--- config.mk ---
export PLATFORM = sky130hd
export DESIGN_NAME = aux_timer_block
export DESIGN_NICKNAME = d
export VERILOG_FILES = /design/src/shared/timer_pkg.sv /design/src/verilog/aux_timer_block.sv /design/src/verilog/edge_sampler.sv
export SDC_FILE = /design/constraint.sdc
export NUM_CORES = 1
export LEC_CHECK = 0
export BUFFER_PORTS_ARGS = -buffer_cell sky130_fd_sc_hd__buf_2
export CELL_PAD_IN_SITES_DETAIL_PLACEMENT = 0
export CELL_PAD_IN_SITES_GLOBAL_PLACEMENT = 2
export CORE_UTILIZATION = 36
export CTS_BUF_LIST = sky130_fd_sc_hd__clkbuf_2 sky130_fd_sc_hd__clkbuf_4 sky130_fd_sc_hd__clkbuf_8
export DETAILED_ROUTE_END_ITERATION = 10
export PLACE_DENSITY_LB_ADDON = 0.15
export SKIP_LAST_GASP = 1
export SYNTH_ARGS = -nofsm -noshare
export SYNTH_HDL_FRONTEND = slang
export SYNTH_SLANG_ARGS = --single-unit
export TNS_END_PERCENT = 50
--- constraint.sdc ---
create_clock -name clk -period 4.2 [get_ports clk]
set_clock_uncertainty 0.05 [all_clocks]
set_input_delay 0.84 -clock clk [delete_from_list [all_inputs] [get_ports clk]]
set_output_delay 0.84 -clock clk [all_outputs]
set_load 0.03 [all_outputs]
--- src/shared/timer_pkg.sv ---
// Constants, field layout and bus carriers for the auxiliary timer block.
// Assumes a 20 MHz system clock and a classic Wishbone master.
package timer_pkg;
   localparam logic [7:0] OFS_CORE_CTRL = 8'h00;
   localparam logic [7:0] OFS_AUX_A_CTRL = 8'h04;
   localparam logic [7:0] OFS_AUX_B_CTRL = 8'h08;
   localparam logic [7:0] OFS_CORE_CNT = 8'h0c;
   localparam logic [7:0] OFS_AUX_A_CNT = 8'h10;
   localparam logic [7:0] OFS_AUX_B_CNT = 8'h14;
   localparam logic [7:0] OFS_FLAGS = 8'h18;
   localparam int SEL_MSB = 2;
   localparam int SEL_LSB = 0;
   localparam int MODE_MSB = 5;
   localparam int MODE_LSB = 3;
   localparam int RUN_BIT = 6;
   localparam int DOWN_BIT = 7;
   localparam int OE_BIT = 9;
   localparam int LATCH_BIT = 10;
   localparam int PS_MSB = 12;
   localparam int PS_LSB = 11;
   localparam int FLAG_A = 0;
   localparam int FLAG_CORE = 1;
   localparam int FLAG_B = 2;
   localparam logic [15:0] CORE_CTRL_MASK = 16'h1eff;
   localparam logic [15:0] AUX_CTRL_MASK = 16'h00ff;
   localparam logic [15:0] CTRL_RESET = 16'h0000;
   localparam logic [15:0] CNT_RESET = 16'h0000;
   localparam logic [15:0] CNT_MAX = 16'hffff;
   localparam logic [2:0] FLAGS_RESET = 3'h0;
   localparam logic [2:0] MODE_TIMER = 3'h0;
   localparam logic [2:0] MODE_COUNTER = 3'h1;
   localparam logic [2:0] MODE_GATE_LOW = 3'h2;
   localparam logic [2:0] MODE_GATE_HIGH = 3'h3;
   localparam logic [2:0] MODE_RELOAD = 3'h4;
   localparam logic [2:0] MODE_CAPTURE = 3'h5;
   localparam logic [2:0] SEL_PIN_RISE = 3'h1;
   localparam logic [2:0] SEL_PIN_FALL = 3'h2;
   localparam logic [2:0] SEL_PIN_ANY = 3'h3;
   localparam logic [2:0] SEL_OTL_RISE = 3'h5;
   localparam logic [2:0] SEL_OTL_FALL = 3'h6;
   localparam logic [2:0] SEL_OTL_ANY = 3'h7;
   localparam logic [1:0] PS_DIV4 = 2'h1;
   localparam logic [1:0] PS_DIV8 = 2'h0;
   localparam logic [1:0] PS_DIV16 = 2'h3;
   localparam logic [1:0] PS_DIV32 = 2'h2;
   localparam logic [5:0] BASIC_DIV4 = 6'h04;
   localparam logic [5:0] BASIC_DIV8 = 6'h08;
   localparam logic [5:0] BASIC_DIV16 = 6'h10;
   localparam logic [5:0] BASIC_DIV32 = 6'h20;

   typedef struct packed {
      logic cyc;
      logic stb;
      logic we;
      logic [7:0] adr;
      logic [3:0] sel;
      logic [31:0] dat;
   } wb_req_type;

   typedef struct packed {
      logic ack;
      logic [31:0] dat;
   } wb_rsp_type;
endpackage

--- src/verilog/aux_timer_block.sv ---
// Core timer with two auxiliary timers: reload, capture and prescaling.
// Assumes a classic Wishbone master and asynchronous input pins.
//
// The register addresses and register access over Wishbone were left to the implementer.
`timescale 1ns/1ns
`default_nettype none
module aux_timer_block
(
   input wire logic clk,
   input wire logic rst,
   input wire timer_pkg::wb_req_type wb_req,
   output var timer_pkg::wb_rsp_type wb_rsp,
   input wire logic [1:0] aux_input_pin,
   input wire logic core_input_pin,
   output logic core_output_pin
);
   import timer_pkg::*;

   logic [15:0] core_ctrl_reg;
   logic [15:0] core_cnt_reg;
   logic [15:0] core_cnt_next;
   logic [2:0] flag_reg;
   logic ack_reg;
   logic [31:0] rdat_reg;
   logic [4:0] div_cnt_reg;
   logic [11:0] pre_cnt_reg;
   logic basic_en;
   logic [2:0] pin_raw;
   logic [2:0] pin_level;
   logic [2:0] pin_rise;
   logic [2:0] pin_fall;
   logic [1:0][15:0] aux_ctrl;
   logic [1:0][15:0] aux_cnt;
   logic [1:0] aux_reload;
   logic [1:0] aux_capture;
   logic [1:0] aux_ovf;
   logic [1:0] aux_otl_trig;
   logic req_live;
   logic commit;
   logic core_step;
   logic core_ovf;
   logic otl_rise;
   logic otl_fall;
   logic [2:0] core_mode;
   logic [2:0] core_sel;
   logic [5:0] basic_div;
   logic [2:0] flag_set;

   function automatic logic [11:0] tick_mask(input logic [2:0] s);
      tick_mask = (12'h001 << s) - 12'h001;
   endfunction

   function automatic logic edge_pick(input logic [2:0] s,
      input logic pr, input logic pf, input logic orr, input logic of);
      case (s)
         SEL_PIN_RISE: edge_pick = pr;
         SEL_PIN_FALL: edge_pick = pf;
         SEL_PIN_ANY: edge_pick = pr || pf;
         SEL_OTL_RISE: edge_pick = orr;
         SEL_OTL_FALL: edge_pick = of;
         SEL_OTL_ANY: edge_pick = orr || of;
         default: edge_pick = 1'b0;
      endcase
   endfunction

   function automatic logic [15:0] wmerge(input logic [15:0] old,
      input logic [31:0] d, input logic [3:0] sel, input logic [15:0] m);
      logic [15:0] v;
      v = old;
      if (sel[0])
         v[7:0] = d[7:0];
      if (sel[1])
         v[15:8] = d[15:8];
      wmerge = v & m;
   endfunction

   assign req_live = wb_req.cyc && wb_req.stb;
   // Writes land on the edge where the master sees ack high.
   assign commit = req_live && ack_reg;

   function automatic logic wr_hit(input logic [7:0] ofs);
      wr_hit = commit && wb_req.we && (wb_req.adr[7:2] == ofs[7:2]);
   endfunction

   always_comb
   begin
      case (core_ctrl_reg[PS_MSB:PS_LSB])
         PS_DIV4: basic_div = BASIC_DIV4;
         PS_DIV8: basic_div = BASIC_DIV8;
         PS_DIV16: basic_div = BASIC_DIV16;
         PS_DIV32: basic_div = BASIC_DIV32;
         default: basic_div = BASIC_DIV8;
      endcase
   end

   // A shorter division set when the count is at or past its new end ends the period at once with a basic_en pulse.
   assign basic_en = (div_cnt_reg >= 5'(basic_div - 6'h01));

   always_ff @(posedge clk)
   begin
      if (rst)
         div_cnt_reg <= 5'h00;
      else if (basic_en)
         div_cnt_reg <= 5'h00;
      else
         div_cnt_reg <= div_cnt_reg + 5'h01;
   end

   always_ff @(posedge clk)
   begin
      if (rst)
         pre_cnt_reg <= 12'h000;
      else if (basic_en)
         pre_cnt_reg <= pre_cnt_reg + 12'h001;
   end

   // One vector keeps every pin index in range for each sampler.
   assign pin_raw = {core_input_pin, aux_input_pin};

   genvar gi;
   for (gi = 0; gi < 3; gi++)
   begin : g_pin
      edge_sampler u_smp
      (
         .clk(clk),
         .rst(rst),
         .pin(pin_raw[gi]),
         .basic_en(basic_en),
         .level(pin_level[gi]),
         .rise(pin_rise[gi]),
         .fall(pin_fall[gi])
      );
   end

   assign core_mode = core_ctrl_reg[MODE_MSB:MODE_LSB];
   assign core_sel = core_ctrl_reg[SEL_MSB:SEL_LSB];

   always_comb
   begin
      core_step = 1'b0;
      if (basic_en && core_ctrl_reg[RUN_BIT])
      begin
         case (core_mode)
            MODE_TIMER: core_step =
               ((pre_cnt_reg & tick_mask(core_sel)) == tick_mask(core_sel));
            MODE_COUNTER: core_step = edge_pick({1'b0, core_sel[1:0]},
               pin_rise[2], pin_fall[2], 1'b0, 1'b0);
            MODE_GATE_LOW: core_step = !pin_level[2] &&
               ((pre_cnt_reg & tick_mask(core_sel)) == tick_mask(core_sel));
            MODE_GATE_HIGH: core_step = pin_level[2] &&
               ((pre_cnt_reg & tick_mask(core_sel)) == tick_mask(core_sel));
            default: core_step = 1'b0;
         endcase
      end
   end

   assign core_ovf = core_step && (core_ctrl_reg[DOWN_BIT] ?
      (core_cnt_reg == CNT_RESET) : (core_cnt_reg == CNT_MAX));
   // Only overflow makes latch edges; bus writes to the latch never do.
   assign otl_rise = core_ovf && !core_ctrl_reg[LATCH_BIT];
   assign otl_fall = core_ovf && core_ctrl_reg[LATCH_BIT];

   for (gi = 0; gi < 2; gi++)
   begin : g_aux
      logic [15:0] ctrl_reg;
      logic [15:0] cnt_reg;
      logic [2:0] mode;
      logic [2:0] sel;
      logic hit;
      logic step;
      logic [7:0] ctrl_ofs;
      logic [7:0] cnt_ofs;

      assign ctrl_ofs = (gi == 0) ? OFS_AUX_A_CTRL : OFS_AUX_B_CTRL;
      assign cnt_ofs = (gi == 0) ? OFS_AUX_A_CNT : OFS_AUX_B_CNT;
      assign mode = ctrl_reg[MODE_MSB:MODE_LSB];
      assign sel = ctrl_reg[SEL_MSB:SEL_LSB];
      assign hit = edge_pick(sel, pin_rise[gi], pin_fall[gi],
         otl_rise, otl_fall);

      always_comb
      begin
         step = 1'b0;
         if (basic_en && ctrl_reg[RUN_BIT])
         begin
            case (mode)
               MODE_TIMER: step =
                  ((pre_cnt_reg & tick_mask(sel)) == tick_mask(sel));
               MODE_COUNTER: step = hit;
               MODE_GATE_LOW: step = !pin_level[gi] &&
                  ((pre_cnt_reg & tick_mask(sel)) == tick_mask(sel));
               MODE_GATE_HIGH: step = pin_level[gi] &&
                  ((pre_cnt_reg & tick_mask(sel)) == tick_mask(sel));
               default: step = 1'b0;
            endcase
         end
      end

      assign aux_reload[gi] = (mode == MODE_RELOAD) && hit;
      assign aux_otl_trig[gi] = aux_reload[gi] && sel[2];
      assign aux_capture[gi] = (mode == MODE_CAPTURE) && edge_pick(
         {1'b0, sel[1:0]}, pin_rise[gi], pin_fall[gi],
         1'b0, 1'b0);
      assign aux_ovf[gi] = step && (ctrl_reg[DOWN_BIT] ?
         (cnt_reg == CNT_RESET) : (cnt_reg == CNT_MAX));
      assign aux_ctrl[gi] = ctrl_reg;
      assign aux_cnt[gi] = cnt_reg;

      always_ff @(posedge clk)
      begin
         if (rst)
            ctrl_reg <= CTRL_RESET;
         else if (wr_hit(ctrl_ofs))
            ctrl_reg <= wmerge(ctrl_reg, wb_req.dat, wb_req.sel,
               AUX_CTRL_MASK);
      end

      // A bus write wins over a capture or count in the same cycle.
      always_ff @(posedge clk)
      begin
         if (rst)
            cnt_reg <= CNT_RESET;
         else if (wr_hit(cnt_ofs))
            cnt_reg <= wmerge(cnt_reg, wb_req.dat, wb_req.sel, CNT_MAX);
         else if (aux_capture[gi])
            cnt_reg <= core_cnt_reg;
         else if (step)
            cnt_reg <= ctrl_reg[DOWN_BIT] ? cnt_reg - 16'h0001 :
               cnt_reg + 16'h0001;
      end
   end

   always_comb
   begin
      core_cnt_next = core_cnt_reg;
      if (wr_hit(OFS_CORE_CNT))
         core_cnt_next = wmerge(core_cnt_reg, wb_req.dat, wb_req.sel,
            CNT_MAX);
      else if (aux_reload[1])
         core_cnt_next = aux_cnt[1];
      else if (aux_reload[0])
         core_cnt_next = aux_cnt[0];
      else if (core_step)
         core_cnt_next = core_ctrl_reg[DOWN_BIT] ?
            core_cnt_reg - 16'h0001 : core_cnt_reg + 16'h0001;
   end

   always_ff @(posedge clk)
   begin
      if (rst)
         core_cnt_reg <= CNT_RESET;
      else
         core_cnt_reg <= core_cnt_next;
   end

   always_ff @(posedge clk)
   begin
      if (rst)
         core_ctrl_reg <= CTRL_RESET;
      else if (wr_hit(OFS_CORE_CTRL))
         core_ctrl_reg <= wmerge(core_ctrl_reg, wb_req.dat, wb_req.sel,
            CORE_CTRL_MASK);
      else if (core_ovf)
         core_ctrl_reg[LATCH_BIT] <= !core_ctrl_reg[LATCH_BIT];
   end

   assign flag_set[FLAG_A] = aux_reload[0] || aux_capture[0] ||
      aux_ovf[0];
   assign flag_set[FLAG_B] = aux_reload[1] || aux_capture[1] ||
      aux_ovf[1];
   assign flag_set[FLAG_CORE] = core_ovf || (|aux_otl_trig);

   // Setting wins over a same-cycle write-one clear.
   always_ff @(posedge clk)
   begin
      if (rst)
         flag_reg <= FLAGS_RESET;
      else if (wr_hit(OFS_FLAGS) && wb_req.sel[0])
         flag_reg <= (flag_reg & ~wb_req.dat[2:0]) | flag_set;
      else
         flag_reg <= flag_reg | flag_set;
   end

   always_ff @(posedge clk)
   begin
      if (rst)
         core_output_pin <= 1'b0;
      else
         core_output_pin <= core_ctrl_reg[OE_BIT] &&
            core_ctrl_reg[LATCH_BIT];
   end

   always_ff @(posedge clk)
   begin
      if (rst)
         ack_reg <= 1'b0;
      else
         ack_reg <= req_live && !ack_reg;
   end

   always_ff @(posedge clk)
   begin
      if (rst)
         rdat_reg <= 32'h00000000;
      else if (req_live && !ack_reg)
      begin
         case (wb_req.adr[7:2])
            OFS_CORE_CTRL[7:2]: rdat_reg <= {16'h0000, core_ctrl_reg};
            OFS_AUX_A_CTRL[7:2]: rdat_reg <= {16'h0000, aux_ctrl[0]};
            OFS_AUX_B_CTRL[7:2]: rdat_reg <= {16'h0000, aux_ctrl[1]};
            OFS_CORE_CNT[7:2]: rdat_reg <= {16'h0000, core_cnt_reg};
            OFS_AUX_A_CNT[7:2]: rdat_reg <= {16'h0000, aux_cnt[0]};
            OFS_AUX_B_CNT[7:2]: rdat_reg <= {16'h0000, aux_cnt[1]};
            OFS_FLAGS[7:2]: rdat_reg <= {29'h00000000, flag_reg};
            default: rdat_reg <= 32'h00000000;
         endcase
      end
   end

   assign wb_rsp.ack = ack_reg;
   assign wb_rsp.dat = rdat_reg;
endmodule
`default_nettype wire

--- src/verilog/edge_sampler.sv ---
// Input pin synchroniser and basic clock sampler with edge flags.
// Assumes basic_en is a one-cycle pulse on the clk domain.
`timescale 1ns/1ns
`default_nettype none
module edge_sampler
(
   input wire logic clk,
   input wire logic rst,
   input wire logic pin,
   input wire logic basic_en,
   output logic level,
   output logic rise,
   output logic fall
);
   logic s1_reg;
   logic s2_reg;
   logic s3_reg;
   logic stable_reg;
   logic sample_reg;

   always_ff @(posedge clk)
   begin
      if (rst)
      begin
         s1_reg <= 1'b0;
         s2_reg <= 1'b0;
         s3_reg <= 1'b0;
      end
      else
      begin
         s1_reg <= pin;
         s2_reg <= s1_reg;
         s3_reg <= s2_reg;
      end
   end

   // A level is accepted only once the two later stages agree.
   always_ff @(posedge clk)
   begin
      if (rst)
         stable_reg <= 1'b0;
      else if (s2_reg == s3_reg)
         stable_reg <= s3_reg;
   end

   always_ff @(posedge clk)
   begin
      if (rst)
         sample_reg <= 1'b0;
      else if (basic_en)
         sample_reg <= stable_reg;
   end

   // Edges compare this basic sample with the last one, so they fire once.
   assign level = sample_reg;
   assign rise = basic_en && stable_reg && !sample_reg;
   assign fall = basic_en && !stable_reg && sample_reg;
endmodule
`default_nettype wire

## After elaboration in Yosys (flattened, before gate mapping)

Index checks and enable logic that the tools add are counted.

| word-level totals | value |
|---|---|
| flip-flop bits (word level) | 145 |
| bits of input ports | 52 |
| output and inout port bits | 34 |
| word-level logic and storage cells | 236 |

| cells by class | value |
|---|---|
| add/sub/neg operators | 12 |
| order comparisons | 1 |
| eq/ne operators | 59 |
| shifts and indexed selects | 3 |
| multiplexer cells | 35 |
| bitwise logic cells | 7 |
| reductions and logical operators | 87 |

Operator list:

| operator | count |
|---|---|
| two-way mux 16 bit | 13 |
| one-hot mux 16 bit (7 select lines) | 1 |
| adder 16 x 1 -> 16 bit, second input constant | 3 |
| == test 16 bit, second input constant | 3 |
| zero test 16 bit | 3 |
| subtractor 16 x 1 -> 16 bit, second input constant | 3 |
| logical AND 1 bit | 45 |
| bitwise AND 12 bit | 3 |
| == test 12 bit | 3 |
| left shift 1 x 3 -> 12 bit, first input constant | 3 |
| subtractor 12 x 1 -> 12 bit, second input constant | 3 |
| == test 3 x 2 -> 1 bit, second input constant | 10 |
| == test 3 bit, second input constant | 10 |
| AND reduction 2 bit | 11 |
| one-hot mux 5 bit (4 select lines) | 1 |
| == test 6 x 3 -> 1 bit, second input constant | 3 |
| == test 2 bit, second input constant | 8 |
| two-way mux 8 bit | 2 |
| == test 3 x 1 -> 1 bit, second input constant | 5 |
| inequality test 2 bit, second input constant | 7 |
| adder 12 x 1 -> 12 bit, second input constant | 1 |
| == test 6 x 2 -> 1 bit, second input constant | 2 |
| one-hot mux 1 bit (4 select lines) | 3 |
| one-hot mux 1 bit (6 select lines) | 2 |
| 21 further kinds | 56 |

## Longest topological paths before layout

| logic depth | value |
|---|---|
| depth in word-level cells | 20 |
| mapped depth | 14 |
| gate-level depth less buffers | 12 |

## Cells and area by module

Synthesis repeated with hierarchy kept, for this count alone.

| second synthesis, totals | value |
|---|---|
| cells, all modules | 1229 |
| area total of the unflattened synthesis | 9472.8 µm² |

Modules (own cells, without submodules):

| module | instances | cells an instance | area an instance (µm²) | sequential area each (µm²) |
|---|---|---|---|---|
| aux_timer_block | 1 | 1181 | 8958.6 | 2262.2 |
| edge_sampler | 3 | 16 | 171.4 | 100.1 |

## Worst setup path after synthesis

Ideal clock, no wire load.

| path | value |
|---|---|
| kind | register to register |
| start point | register g_aux[0].ctrl_reg[0] |
| end point | register g_aux[0].cnt_reg[3] |
| setup time | 67 ps |
| arrival | 3004 ps |
| required time | 4083 ps |
| path slack | 1079 ps |
| cell stages (with the launch flop) | 14 |
| path buffers | 2 |
| clock period less this slack | 3121 ps |
| cell sequence | dfxtp_1 > clkbuf_1 > or3_1 > ha_1 > nor2_1 > a311oi_1 > nand4_1 > a221o_1 > a221o_1 > a31oi_4 > a21oi_2 > buf_6 > a211o_1 > a21oi_2 |

| on the way | value |
|---|---|
| cells in the longest elaborated chain, start to end | 9 |
| elaborated cells between the ends (all ways) | 24 |
| classes of those cells | add/sub (1); eq/ne (10); shift (1); mux (6); bitwise (1); reduce/logical (5) |

Ends and longest elaborated chain:

| item | line | text |
|---|---|---|
| start, declared | aux_timer_block.sv:165 | `logic [15:0] ctrl_reg;` |
| start signal, assigned | aux_timer_block.sv:214 | `ctrl_reg <= wmerge(ctrl_reg, wb_req.dat, wb_req.sel,` |
| left shift 1 x 3 -> 12 bit | aux_timer_block.sv:50 | `tick_mask = (12'h001 << s) - 12'h001;` |
| subtractor 12 x 1 -> 12 bit | aux_timer_block.sv:50 |  |
| bitwise AND 12 bit | aux_timer_block.sv:188, aux_timer_block.sv:191, aux_timer_block.sv:193 |  |
| == test 12 bit | aux_timer_block.sv:188, aux_timer_block.sv:191, aux_timer_block.sv:193 |  |
| logical AND 1 bit, on equally long branches | aux_timer_block.sv:192, aux_timer_block.sv:190 |  |
| one-hot mux 1 bit (4 select lines) | aux_timer_block.sv:186 | `case (mode)` |
| two-way mux 1 bit | aux_timer_block.sv:184 | `if (basic_en && ctrl_reg[RUN_BIT])` |
| nonzero test 3 bit (no line) | n/a |  |
| AND reduction 2 bit (no line) | n/a |  |
| end signal, assigned | aux_timer_block.sv:224 | `cnt_reg <= wmerge(cnt_reg, wb_req.dat, wb_req.sel, CNT_MAX);` |
| end signal, assigned | aux_timer_block.sv:226 | `cnt_reg <= core_cnt_reg;` |
| end signal, assigned | aux_timer_block.sv:228 | `cnt_reg <= ctrl_reg[DOWN_BIT] ? cnt_reg - 16'h0001 :` |
| end, declared | aux_timer_block.sv:166 | `logic [15:0] cnt_reg;` |

Parallel ways exist; a longest one is shown, timed or not.
A chain may end at the register's enable or synchronous reset.

## Final worst setup path

| path | value |
|---|---|
| start point | register core_ctrl_reg[11] |
| end point | register core_cnt_reg[15] |

| on the way | value |
|---|---|
| cells in the longest elaborated chain, start to end | 18 |
| elaborated cells between the ends (all ways) | 39 |
| classes of those cells | add/sub (1); order compare (1); eq/ne (3); mux (9); reduce/logical (25) |

Ends and longest elaborated chain:

| item | line | text |
|---|---|---|
| start, declared | aux_timer_block.sv:19 | `logic [15:0] core_ctrl_reg;` |
| start signal, assigned | aux_timer_block.sv:261 | `core_ctrl_reg <= wmerge(core_ctrl_reg, wb_req.dat, wb_req.sel,` |
| start signal, assigned by index | aux_timer_block.sv:264 | `core_ctrl_reg[LATCH_BIT] <= !core_ctrl_reg[LATCH_BIT];` |
| == test 2 bit (tied with other cells) | aux_timer_block.sv:87 | `case (core_ctrl_reg[PS_MSB:PS_LSB])` |
| one-hot mux 5 bit (4 select lines) * | aux_timer_block.sv:87 |  |
| subtractor 5 x 1 -> 5 bit * | aux_timer_block.sv:97 | `assign basic_en = (div_cnt_reg >= 5'(basic_div - 6'h01));` |
| >= comparator 5 bit * | aux_timer_block.sv:97 |  |
| logical AND 1 bit, on equally long branches (2 in a row) | edge_sampler.sv:56, edge_sampler.sv:57 |  |
| logical OR 1 bit | aux_timer_block.sv:58 | `SEL_PIN_ANY: edge_pick = pr \|\| pf;` |
| one-hot mux 1 bit (3 select lines) | aux_timer_block.sv:55 | `case (s)` |
| one-hot mux 1 bit (4 select lines) | aux_timer_block.sv:143 | `case (core_mode)` |
| two-way mux 1 bit | aux_timer_block.sv:141 | `if (basic_en && core_ctrl_reg[RUN_BIT])` |
| logical AND 1 bit | aux_timer_block.sv:157 | `assign core_ovf = core_step && (core_ctrl_reg[DOWN_BIT] ?` |
| logical AND 1 bit, on equally long branches | aux_timer_block.sv:160, aux_timer_block.sv:161 |  |
| logical OR 1 bit | aux_timer_block.sv:61 | `SEL_OTL_ANY: edge_pick = orr \|\| of;` |
| one-hot mux 1 bit (6 select lines) | aux_timer_block.sv:55 |  |
| logical AND 1 bit | aux_timer_block.sv:199 | `assign aux_reload[gi] = (mode == MODE_RELOAD) && hit;` |
| two-way mux 16 bit | aux_timer_block.sv:241 | `else if (aux_reload[0])` |
| two-way mux 16 bit | aux_timer_block.sv:239 | `else if (aux_reload[1])` |
| two-way mux 16 bit | aux_timer_block.sv:236 | `if (wr_hit(OFS_CORE_CNT))` |
| end signal, assigned | aux_timer_block.sv:253 | `core_cnt_reg <= core_cnt_next;` |
| end, declared | aux_timer_block.sv:20 | `logic [15:0] core_cnt_reg;` |

Every way passes the cells marked *; elsewhere a longest branch is shown, timed or not. The select of a mux whose other input is x is not followed.

==> qor.yml <==
outcome: "finished clean"
dpl.hpwl_um: 24900
antenna_found_initial: 0
clkTransAtPathRegs_ns: 0.11
rsz0062_at_grt: "no"
start_util: 0.371
critical_path.top_delay_family: "compound AO/OA/AOI/OAI gates"
timing.fmax_mhz: 273
min_path_cells: 1
die_area_um2: 25900
grt-ovfl-total: 0
holdBufCountCts: 0
synth-edff-count: 0
power_density_nw_per_um2: 250
end_kind: "flop"
ant_nets: 0
vias: 9205
first_global_vias: 8467
grtUsageTotal: 0.266
fillCellCount: 2614
synth_top_area_share: 0.282
ys_seq_area_frac: 0.282
tns_ns: 0
largest_reg_flops: 32
arrival_ns: 4.03
synthTopCellsByArea: "dfxtp_1 (28%), a21oi_1 (6.7%), ha_1 (6.6%)"
synth_top_area_cell: "dfxtp_1"
die_w_um: 161
min_path_type: "flop to flop"
cts_tree: "done"
synth_warnings: 0
min_period_over_period: 0.874
core_area_um2: 24500
h-tree-depth: 4
max_slew_margin: 0.379
ys_ff_latch: 128
slowest_delay_ns: 0.54
max-vdd-ir-drop_v: 0.000136
io_buffers: 49
numPlacedInstances: 1545
critPathKind: "flop to flop"
drtPass1Iterations: 5
ys_types: 81
clockBufferDepth: 2
cp_max_fo: 29
min_period_ns: 3.67
grt_max_degree: 61
cts_resized: 0
cts_inserted_buffers: 17
slew_viol_final: 0
setup_viol: 0
clock_latency_ns: 0.47
routedWlPerCell_um: 21.5
io-pin-count: 86
crit_slowest_cell: "o22ai_1"
syn_area_um2: 9100
clock_sinks: 128
via_per_inst: 5.84
grt_pass1_wl_um: 52200
tightest_slew_ns: 0.929
start_kind: "flop"
crit_required_ns: 4.56
hold_viol_final: 0
avgSynthCellArea_um2: 7.55
cp.depth: 14
root_buffer: "clkbuf_8"
cts_setup_buffers: 0
synthArstFlopShare: 0
drv_cap: 0
rr_worst_depth: 14
stdcell_count: 1577
drive_gt1_frac: 0.114
syn_inst: 1206
drt_iter0_markers: 815
areaGrowthSynthToFinish_pct: 10.9
die_h_um: 161
row_count: 57
cpMostUsedCell: "buf_4"
finalWirelength_um: 34000
timing.critical_path.cells: "nor2b_1, ha_1, o21ai_0, nor2_1, o22ai_1, buf_4, nor3b_1, a21oi_1, or2_1, buf_4, a31oi_2, buf_4, nor3b_1, a31o_1"
finalNetCount: 1343
synth_ff_type: "dfxtp_1"
gp_congestion: 0.872
crit_buf_inv: 3
antenna_cells: 0
p_leak_uw: 0.00365
drc: 0
Yosys cell counts (4+ instances only):
master,number
or3_1,11
nor3b_1,5
a311o_1,5
xor2_1,21
o211ai_1,30
o31ai_1,5
nand4_1,20
nor2_1,111
a222oi_1,7
a21boi_0,5
a311oi_1,21
xnor2_1,29
nor3_1,22
o21bai_1,5
a21oi_2,4
inv_1,28
mux2i_1,9
nor2b_1,20
o21ai_0,52
a31oi_1,21
clkbuf_1,53
a22oi_1,29
a211oi_1,12
nand3b_1,7
nor4_1,16
nand2_1,153
ha_1,48
nand3_1,57
buf_2,10
o21a_1,8
a21oi_1,122
dfxtp_1,128
nand2b_1,11
and3_1,9
a21o_1,18
a211o_1,9
buf_4,17
layout make-up:
class	instances	area, um2	share of cell area
multi-input cells	979	6080	0.602
flip-flops and latches	128	2560	0.254
repair buffers	86	526	0.0521
well taps	324	405	0.0402
clock buffers	17	234	0.0232
clock inverters	15	181	0.0180
inverters	28	105	0.0104
path summary, 6_finish.rpt:
kind                                       to  slack, ns                              from
max             core_cnt_reg[15]$_SDFFE_PP0P_       0.53    core_ctrl_reg[11]$_SDFFE_PP0P_
min          g_pin[1].u_smp.s2_reg$_SDFF_PP0_       0.40  g_pin[1].u_smp.s1_reg$_SDFF_PP0_
max reg2reg     core_cnt_reg[15]$_SDFFE_PP0P_       0.53    core_ctrl_reg[11]$_SDFFE_PP0P_
min reg2reg  g_pin[1].u_smp.s2_reg$_SDFF_PP0_       0.40  g_pin[1].u_smp.s1_reg$_SDFF_PP0_
placed cells by master (no fill, tap or decap), drive strengths merged, types with 22 or more instances in the layout:
| cell type | netlist | routed |
|---|---|---|
| a21oi | 126 | 126 |
| a22oi | 29 | 29 |
| a311oi | 22 | 22 |
| a31oi | 24 | 24 |
| buf | 33 | 86 |
| dfxtp | 128 | 128 |
| ha | 48 | 48 |
| inv | 28 | 38 |
| nand2 | 154 | 154 |
| nand3 | 57 | 57 |
| nor2 | 112 | 112 |
| nor3 | 23 | 23 |
| o211ai | 30 | 30 |
| o21ai | 54 | 54 |
| xnor2 | 29 | 29 |
stage by stage:
step                 util  hold WS, ns  total power, uW  worst slack [ns]  area, um2
finish              0.411        0.398             2520             0.531      10100
CTS                 0.411        0.405             2530             0.631      10100
global placement    0.394        0.366             1370             0.707       9680
floorplan               -        0.364             1330              1.08       9160
global route        0.411        0.411             2600             0.369      10100
detailed placement  0.394        0.378             1370             0.660       9680
cells by family after synthesis:
group	Yosys count	synth area share
AOI/OAI and AO/OA	389	0.287
other	1	0.000412
and+or+nand+nor	463	0.241
buffers and inverters	114	0.0579
muxes	10	0.0111
DFF	128	0.282
xor gates and xnor gates	50	0.0481
adders and majority gates	51	0.0726
layer usage:
metal	track usage	up-vias	wire, um	share of wire
met3	0.0488	35	2340	0.069
li1	-	4492	-	-
met2	0.386	322	14200	0.42
met5	0	-	0	0
met1	0.394	4356	16600	0.49
met4	0.0789	0	730	0.021
power breakdown:
group	switching, uW	internal [uW]	leakage (uW)
combinational	97.3	25.8	0.00241
sequential	4.83	1220	0.00103
clock	666	509	0.000209
No activity file was read; power rests on OpenSTA's default activity.
